===== src/adc_timing_pkg.sv =====
package adc_timing_pkg;

  // ----------------------------------------------------------------
  // divider and sample selects
  // ----------------------------------------------------------------
  localparam logic [1:0] div_sel_4     = 2'h0;
  localparam logic [1:0] div_sel_2     = 2'h1;
  localparam logic [1:0] div_sel_16    = 2'h2;
  localparam logic [1:0] div_sel_8     = 2'h3;
  localparam logic [4:0] div_ratio_4   = 5'h04;
  localparam logic [4:0] div_ratio_2   = 5'h02;
  localparam logic [4:0] div_ratio_16  = 5'h10;
  localparam logic [4:0] div_ratio_8   = 5'h08;
  localparam logic [6:0] sample_len_8  = 7'h08;
  localparam logic [6:0] sample_len_16 = 7'h10;
  localparam logic [6:0] sample_len_32 = 7'h20;
  localparam logic [6:0] sample_len_64 = 7'h40;

  // ----------------------------------------------------------------
  // sequence lengths
  // ----------------------------------------------------------------
  localparam int          bit_steps      = 40;
  localparam logic [1:0]  load_cycles    = 2'h2;
  localparam int          cal_bc_periods = 3328;
  localparam logic [9:0]  code_zero      = 10'h000;
  localparam logic [9:0]  code_full      = 10'h3ff;

  // ----------------------------------------------------------------
  // types
  // ----------------------------------------------------------------
  typedef enum logic [4:0] {
    st_cal    = 5'b00001,
    st_idle   = 5'b00010,
    st_sample = 5'b00100,
    st_decide = 5'b01000,
    st_load   = 5'b10000
  } phase_e;

  typedef struct packed {
    logic [1:0] basic_clock_divider_select;
    logic [1:0] sample_time_select;
  } converter_control_register_s;

  typedef struct packed {
    phase_e      phase;
    logic [3:0]  div_cnt;
    logic [11:0] step_cnt;
    logic [1:0]  load_cnt;
    logic [1:0]  div_sel;
    logic [1:0]  smp_sel;
    logic [9:0]  held;
    logic [9:0]  sar;
    logic [9:0]  result;
    logic        done;
  } state_s;

endpackage


===== src/adc_timing_control.sv =====
`timescale 1ns/10ps
// Behaviour
// - basic clock is cpu clock divided by 4, 2, 16 or 8 per select
// - sample phase lasts 8, 16, 32 or 64 basic-clock periods per select
// - conversion is sample time plus 40 basic periods plus 2 cpu cycles
// - conversion length is a fixed count, never data dependent
// - after reset a calibration of 3328 basic periods runs first
// - input below ground gives 000, above reference gives 3ff
// - input captured only during sample phase, later changes ignored
// - sample and conversion time both set through the two selects
module adc_timing_control #(
  parameter int cal_periods = adc_timing_pkg::cal_bc_periods
) (
  // clock and reset
  input  wire logic                                        clk_sys,
  input  wire logic                                        sys_rst,
  // control
  input  wire adc_timing_pkg::converter_control_register_s ctrl,
  input  wire logic                                        start,
  // analog front end, digitised comparator view
  input  wire logic [9:0]                                  ain_code,
  input  wire logic                                        ain_below_gnd,
  input  wire logic                                        ain_above_ref,
  // status and result
  output logic                                             busy,
  output logic                                             sampling,
  output logic                                             bc_tick,
  output logic [9:0]                                       result,
  output logic                                             result_valid
);

  adc_timing_pkg::state_s s_q;
  adc_timing_pkg::state_s s_d;
  logic [4:0]             ratio;
  logic [6:0]             smp_len;
  logic                   tick;
  logic [9:0]             sat_code;
  logic [9:0]             bit_take;
  logic                   in_idle;
  logic                   in_sample;

  // ----------------------------------------------------------------
  // basic clock divider
  // ----------------------------------------------------------------
  // a 4-bit count is enough because 16 is the slowest ratio
  always_comb
  begin
    case (s_q.div_sel)
      adc_timing_pkg::div_sel_4:
      begin
        ratio = adc_timing_pkg::div_ratio_4;
      end
      adc_timing_pkg::div_sel_2:
      begin
        ratio = adc_timing_pkg::div_ratio_2;
      end
      adc_timing_pkg::div_sel_16:
      begin
        ratio = adc_timing_pkg::div_ratio_16;
      end
      default:
      begin
        ratio = adc_timing_pkg::div_ratio_8;
      end
    endcase
  end

  // ----------------------------------------------------------------
  // sample phase length
  // ----------------------------------------------------------------
  always_comb
  begin
    case (s_q.smp_sel)
      2'h0:    smp_len = adc_timing_pkg::sample_len_8;
      2'h1:    smp_len = adc_timing_pkg::sample_len_16;
      2'h2:    smp_len = adc_timing_pkg::sample_len_32;
      default: smp_len = adc_timing_pkg::sample_len_64;
    endcase
  end

  assign tick = (s_q.div_cnt == 4'(ratio - 5'h01));

  // ----------------------------------------------------------------
  // input saturation
  // ----------------------------------------------------------------
  // below ground wins when both flags are set, so a broken front end reads low
  always_comb
  begin
    if (ain_below_gnd)
    begin
      sat_code = adc_timing_pkg::code_zero;
    end
    else if (ain_above_ref)
    begin
      sat_code = adc_timing_pkg::code_full;
    end
    else
    begin
      sat_code = ain_code;
    end
  end

  // ----------------------------------------------------------------
  // bit decisions
  // ----------------------------------------------------------------
  // msb first, one bit on the last tick of every fourth basic period
  for (genvar b = 0; b < 10; b++)
  begin : g_bit
    assign bit_take[b] = tick
                         && (s_q.step_cnt[1:0] == 2'h3)
                         && (s_q.step_cnt[5:2] == 4'(9 - b));
  end

  // ----------------------------------------------------------------
  // phase decode
  // ----------------------------------------------------------------
  assign in_idle   = (s_q.phase == adc_timing_pkg::st_idle);
  assign in_sample = (s_q.phase == adc_timing_pkg::st_sample);

  // ----------------------------------------------------------------
  // sequencer
  // ----------------------------------------------------------------
  // selects are latched at start so a mid-conversion write cannot stretch it
  always_comb
  begin
    s_d      = s_q;
    s_d.done = 1'b0;
    s_d.div_cnt = tick ? 4'h0 : 4'(s_q.div_cnt + 4'h1);
    case (s_q.phase)
      adc_timing_pkg::st_cal:
      begin
        if (tick)
        begin
          s_d.step_cnt = 12'(s_q.step_cnt + 12'h001);
          if (s_q.step_cnt == 12'(cal_periods - 1))
          begin
            s_d.phase = adc_timing_pkg::st_idle;
          end
        end
      end
      adc_timing_pkg::st_idle:
      begin
        s_d.div_sel = ctrl.basic_clock_divider_select;
        s_d.smp_sel = ctrl.sample_time_select;
        if (start)
        begin
          s_d.phase    = adc_timing_pkg::st_sample;
          s_d.div_cnt  = 4'h0;
          s_d.step_cnt = 12'h000;
        end
      end
      adc_timing_pkg::st_sample:
      begin
        // track the input; the last value seen is what gets converted
        s_d.held = sat_code;
        if (tick)
        begin
          s_d.step_cnt = 12'(s_q.step_cnt + 12'h001);
          if (s_q.step_cnt == 12'({5'h00, smp_len} - 12'h001))
          begin
            s_d.phase    = adc_timing_pkg::st_decide;
            s_d.step_cnt = 12'h000;
            s_d.sar      = 10'h000;
          end
        end
      end
      adc_timing_pkg::st_decide:
      begin
        // four basic periods per bit; the count never depends on the code
        if (tick)
        begin
          s_d.step_cnt = 12'(s_q.step_cnt + 12'h001);
          s_d.sar = s_q.sar | (s_q.held & bit_take);
          if (s_q.step_cnt == 12'(adc_timing_pkg::bit_steps - 1))
          begin
            s_d.phase    = adc_timing_pkg::st_load;
            s_d.load_cnt = 2'h0;
          end
        end
      end
      adc_timing_pkg::st_load:
      begin
        s_d.load_cnt = 2'(s_q.load_cnt + 2'h1);
        if (s_q.load_cnt == 2'(adc_timing_pkg::load_cycles - 2'h1))
        begin
          s_d.result = s_q.sar;
          s_d.done   = 1'b1;
          s_d.phase  = adc_timing_pkg::st_idle;
        end
      end
      default:
      begin
        s_d.phase = adc_timing_pkg::st_cal;
      end
    endcase
  end

  always_ff @(posedge clk_sys or posedge sys_rst)
  begin
    // reset clears the divider select, so calibration always runs at cpu / 4
    if (sys_rst)
    begin
      s_q       <= '0;
      s_q.phase <= adc_timing_pkg::st_cal;
    end
    else
    begin
      s_q <= s_d;
    end
  end

  // ----------------------------------------------------------------
  // outputs
  // ----------------------------------------------------------------
  assign busy         = !in_idle;
  assign sampling     = in_sample;
  assign bc_tick      = tick;
  assign result       = s_q.result;
  assign result_valid = s_q.done;

endmodule


===== config.mk =====
export PLATFORM = sky130hd
export DESIGN_NAME = adc_timing_control
export DESIGN_NICKNAME = d
export VERILOG_FILES = /design/src/adc_timing_pkg.sv /design/src/adc_timing_control.sv
export SDC_FILE = /design/constraint.sdc
export NUM_CORES = 1
export LEC_CHECK = 0
export ABC_AREA = 0
export BUFFER_PORTS_ARGS = -buffer_cell sky130_fd_sc_hd__buf_2
export CORE_AREA = 5 5 80 82
export DETAILED_ROUTE_END_ITERATION = 8
export DIE_AREA = 0 0 85 87
export PLACE_DENSITY = 0.8
export SETUP_SLACK_MARGIN = 0.2
export SYNTH_ARGS = -nofsm -noshare
export SYNTH_HDL_FRONTEND = slang
export SYNTH_SLANG_ARGS = --single-unit

===== constraint.sdc =====
create_clock -name clk_sys -period 4.2 [get_ports clk_sys]
set_input_delay 0.63 -clock clk_sys [delete_from_list [all_inputs] [get_ports clk_sys]]
set_output_delay 0.63 -clock clk_sys [all_outputs]
set_load 0.05 [all_outputs]

* Word-level counts from Yosys, hierarchy flattened
Index checks and enable logic that the tools add are counted.
** Word-level totals
- Bits in registers :: 58
- Word-level logic and storage cells :: 100
- Output and inout port bits :: 14
** Operators by class
- Mux-type cells :: 28
- $add $sub $neg :: 5
- Reduce and logical (&&, ||, !) cells :: 23
- Bitwise logic cells :: 2
- Eq/ne operators :: 32
** Operators with widths (count)
- 2-to-1 mux 10 bit :: 5
- case mux 12 bit (4 select lines) :: 1
- 2-to-1 mux 12 bit :: 3
- 2-to-1 mux 5 bit :: 7
- case mux 5 bit (5 select lines) :: 1
- 2-to-1 mux 21 bit :: 1
- case mux 7 bit (3 select lines) :: 1
- case mux 10 bit (2 select lines) :: 1
- equality test 4 x 3 -> 1 bit, second input constant :: 4
- 2-to-1 mux 14 bit :: 1
- adder 12 x 1 -> 12 bit, second input constant :: 1
- equality test 12 bit :: 1
- equality test 12 bit, second input constant :: 1
- equality test 12 x 6 -> 1 bit, second input constant :: 1
- inequality test 2 bit, second input constant :: 6
- case mux 4 bit (3 select lines) :: 1
- logical AND 1 bit :: 11
- bitwise AND 10 bit :: 1
- OR 10 bit :: 1
- equality test 4 x 2 -> 1 bit, second input constant :: 2
- equality test 4 bit, second input constant :: 2
- 2-to-1 mux 4 bit :: 2
- AND reduction 8 bit :: 1
- subtractor 7 x 1 -> 8 bit, second input constant :: 1
- other kinds (25) :: 33

* Depth between registers and ports, before layout
- Depth after elaboration :: 10
- Depth in mapped cells :: 9
- Mapped depth without buffers :: 7

* Least setup slack after synthesis
No wires, ideal clock.
- Path type :: register to register
- From :: reg s_q[34] in the netlist's numbering
- To :: reg s_q[14] in the netlist's numbering
- Period minus slack after synthesis :: 2.361 ns
- Path buffers :: 1
- Arrival :: 2.240 ns
- Cell stages (with the launch flop) :: 9
- Slack :: 1.839 ns
- Required time :: 4.079 ns
- Cell sequence :: dfrtp_1 or4b_1 a31oi_1 o21ai_1 inv_1 o21a_1 nand2_1 buf_2 o22a_1
** Between the ends
- Longest elaborated chain between the ends :: 10
- Elaborated cells on any way between the ends :: 15
** Ends and longest elaborated chain
- from (decl) :: RTL line adc_timing_control.sv:32 : adc_timing_pkg::state_s s_q;
- equality test 2 bit (tied with other cells) :: RTL line adc_timing_control.sv:48 : case (s_q.div_sel)
- case mux 4 bit (3 select lines) * :: RTL line adc_timing_control.sv:48
- subtractor 4 x 1 -> 4 bit * :: RTL line adc_timing_control.sv:81 : assign tick = (s_q.div_cnt == 4'(ratio - 5'h01));
- equality test 4 bit * :: RTL line adc_timing_control.sv:81
- via bc_tick :: RTL line adc_timing_control.sv:27 : output logic bc_tick,
- logical AND 1 bit :: RTL line adc_timing_control.sv:110 : && (s_q.step_cnt[1:0] == 2'h3)
- logical AND 1 bit :: RTL line adc_timing_control.sv:111 : && (s_q.step_cnt[5:2] == 4'(9 - b));
- bitwise AND 10 bit :: RTL line adc_timing_control.sv:173 : s_d.sar = s_q.sar | (s_q.held & bit_take);
- OR 10 bit :: RTL line adc_timing_control.sv:173
- 2-to-1 mux 10 bit :: RTL line adc_timing_control.sv:170 : if (tick)
- case mux 10 bit (2 select lines) :: RTL line adc_timing_control.sv:129 : case (s_q.phase)
Mark *: on every way through the listed nets, which the timed path passes. The rest lies on a longest branch. The select of a mux whose other input is x is not followed.
A chain may end at the register's enable or synchronous reset.

* Final worst setup path
- From :: reg s_q[37] in the netlist's numbering
- To :: reg s_q[56] in the netlist's numbering
** Between the ends
- Longest elaborated chain between the ends :: 3
- Elaborated cells on any way between the ends :: 7
** Ends and longest elaborated chain
- equality test 12 x 6 -> 1 bit (tied with other cells) :: RTL line adc_timing_control.sv:174 : if (s_q.step_cnt == 12'(adc_timing_pkg::bit_steps - 1))
- inequality test 2 bit (no line) or inequality test 2 x 1 -> 1 bit (tied branches)
- AND reduction 8 bit (no line) *
Every way passes the cells marked *; elsewhere a longest branch is shown, timed or not.

==> impl_metrics.tcl <==
set metrics [dict create \
    status "finished clean" \
    grt_first_pass_wirelength_mm 10.7 \
    dpl_cell_area_mm2 0.00309 \
    syn_to_final_growth_pct 10.4 \
    clockRootBuffer "clkbuf_8" \
    core_mm2 0.00568 \
    setup_violations 0 \
    drive_above_1_share_pct 20.1 \
    chipHeight_um 87 \
    drv_cap 0 \
    synth_cell_types 50 \
    pin_count 33 \
    path_max_fanout 14 \
    ys.flop_type "dfrtp_1" \
    crit_required_ns 4.42 \
    detailroute.via_count 2328 \
    worstSetupEndpoint "s_q[56]" \
    power_density_mw_per_mm2 326 \
    finalNetCount 347 \
    p_total_mw 1.07 \
    worstPathArrival_ns 3.05 \
    rr_endpoint "s_q[56]" \
    clkSinkCount 58 \
    grt_setup_unrepaired "false" \
    min_period_ns 2.83 \
    synthArstFlopShare_pct 100 \
    grt_pass1_vias 2243 \
    maxSlewViolCount 0 \
    critPathLaunch "s_q[37]" \
    grt_max_degree 38 \
    syn_avg_cell_area_um2 9.73 \
    clock.fmax_ghz 0.353 \
    holdWs_ns 0.287 \
    drc_errors 0 \
    end_kind "flip-flop" \
    wl_per_cell_um 15.1 \
    reg2reg_from "s_q[37]" \
    reg2reg_slack_ns 1.37 \
    clk_path_buf_depth 2 \
    ant_nets 0 \
    busiest_layer "met2" \
    switching_share_pct 21.9 \
    clock_power_share_pct 45.3 \
    use_met3_pct 5.39 \
    p_leak_nw 1.60 \
    insertion_delay_ns 0.34 \
    post-dp-hpwl_mm 4.33 \
    cts_setup_buffers 0 \
    synth_fp_nets 327 \
    pwr-share-seq_pct 52.4 \
    hold_class "in2async" \
    final_cell_mix "dfrtp_1 (57), nand2_1 (49), buf_2 (32)" \
    initial_core_util_pct 52.3 \
    clk_pin_slew_ns 0.07 \
    antenna_found_initial 0 \
    cts_hold_buffers 0 \
    yosysWarnings 0 \
    antennaDiodeCount 0 \
    num_rows 28 \
    crit_path_start_kind "flip-flop" \
    layout_commonest_cell "dfrtp_1" \
    clock_skew_ns 0.0110 \
    drt_iter0_markers 181 \
    fin_setup_tns_ns 0 \
    tritoncts "yes" \
    firstDrtPassIters 5 \
    cts_max_level 3 \
    gp_congestion 0.884 \
    final_cells 404 \
    r2r_cells 7 \
    relSlewSlack_pct 53.1 \
    worstMarginPinSlew_ns 0.699 \
    drt_wl_total_mm 6.10 \
    ys_seq_area_share_pct 48.9 \
    post_cts_resized 0 \
    finalHoldViolCount 0 \
    met1_usage_pct 24.1 \
    p_int_mw 0.833 \
    grt_use_met2_pct 28.4 \
    fin_area_mm2 0.00328 \
    netlist_instances 305 \
    critPathKind "reg2reg" \
    die_area_mm2 0.00740 \
    numPortBuffers 32 \
    synth-edff-count 0 \
    placed_cells 389 \
    power.net_switching_mw 0.234 \
    pwr-share-comb_pct 2.3 \
    irDropWorstVdd_v 0.000158 \
    timing.final.crit_share_pct 67.4 \
    grt_overflow 0 \
    synth-seq-cells 58 \
    syn_area_mm2 0.00297 \
    cts_buffers 9 \
    vias_per_cell 5.76 \
    grt.total_usage_pct 18.2 \
    fp.dieW_um 85 \
]
[power groups by stage]
stage / combinational, mW / clock (mW) / sequential [mW]
6_report: 0.0249 / 0.483 / 0.559
5_1_grt: 0.0296 / 0.520 / 0.558
4_1_cts: 0.0256 / 0.491 / 0.559
3_5_place_dp: 0.0255 / 0 / 0.569
3_3_place_gp: 0.0251 / 0 / 0.569
2_1_floorplan: 0.0128 / 0 / 0.569
[registers in the layout, summed over array words and instances (netlist names)]
register and cells:
s_q 47, result_valid 1, result 10
[cell type report]
cell class                 count  area (um^2)
tap                           75         93.8
timing repair buffer          34          175
fill                         510         2400
clock buffer                   9          124
inverter                       7         28.8
clock inverter                 6         58.8
sequential                    58         1450
multi-input combinational    215         1340
[cells in the mapped netlist (4+ instances only)]
| master | count | share of area (%) |
|---|---|---|
| buf_4 | 10 | 2.5 |
| o21ai_0 | 7 | 1.2 |
| mux2_2 | 8 | 3.0 |
| a41o_1 | 5 | 1.7 |
| nand4_1 | 5 | 1.1 |
| clkbuf_1 | 8 | 1.0 |
| o21bai_1 | 4 | 1.0 |
| nor2b_1 | 5 | 1.1 |
| nor2_1 | 29 | 3.7 |
| nor3_1 | 8 | 1.3 |
| o22a_1 | 5 | 1.5 |
| inv_1 | 6 | 0.76 |
| nand3_1 | 16 | 2.7 |
| a21o_1 | 4 | 1.0 |
| buf_2 | 4 | 0.67 |
| a22o_1 | 8 | 2.4 |
| dfrtp_1 | 57 | 48 |
| o31ai_1 | 12 | 3.0 |
| o21a_1 | 7 | 1.8 |
| nand2_1 | 49 | 6.2 |
[layer usage]
metal	up-vias	part of all wire, %
met3	10	4.4
li1	1126	-
met4	0	1.8
met5	-	0
met2	52	48
met1	1140	46
[cell families after synthesis]
family | after synthesis | synth area share, %
muxes | 8 | 3.03
AOI/OAI and AO/OA | 68 | 17.9
and+or+nand+nor | 131 | 21.6
xor gates and xnor gates | 5 | 1.48
adders and majority gates | 3 | 1.26
DFF | 58 | 48.9
buffers and inverters | 32 | 5.82
[worst min path at each step]
stage | from | to | slack, ns | cells past startpoint
after global routing | sys_rst | result[9] | 0.33 | 2
after CTS | sys_rst | result[9] | 0.29 | 2
final | sys_rst | result_valid | 0.29 | 2
after global placement | result[5] | result[5] | 0.46 | 2
after detailed placement | result[1] | result[1] | 0.46 | 2
after floorplan | s_q[12] | result[1] | 0.44 | 2
[critical path, cell delays in order, from the launching register on]
cell and delay (ns):
dfrtp_1 0.40, ha_1 0.29, nor4b_2 0.23, nand4b_1 0.18, o311a_1 0.36, a2111oi_0 0.42, nand2_1 0.42, mux2_2 0.40
[through the flow]
step	worst slack, ns	utilization [%]
floorplan	1.84	-
global placement	1.55	54.5
detailed placement	1.48	54.5
CTS	1.44	57.7
global route	1.12	57.7
finish	1.37	57.7
Note: power is estimated with default switching activity, not from simulation.
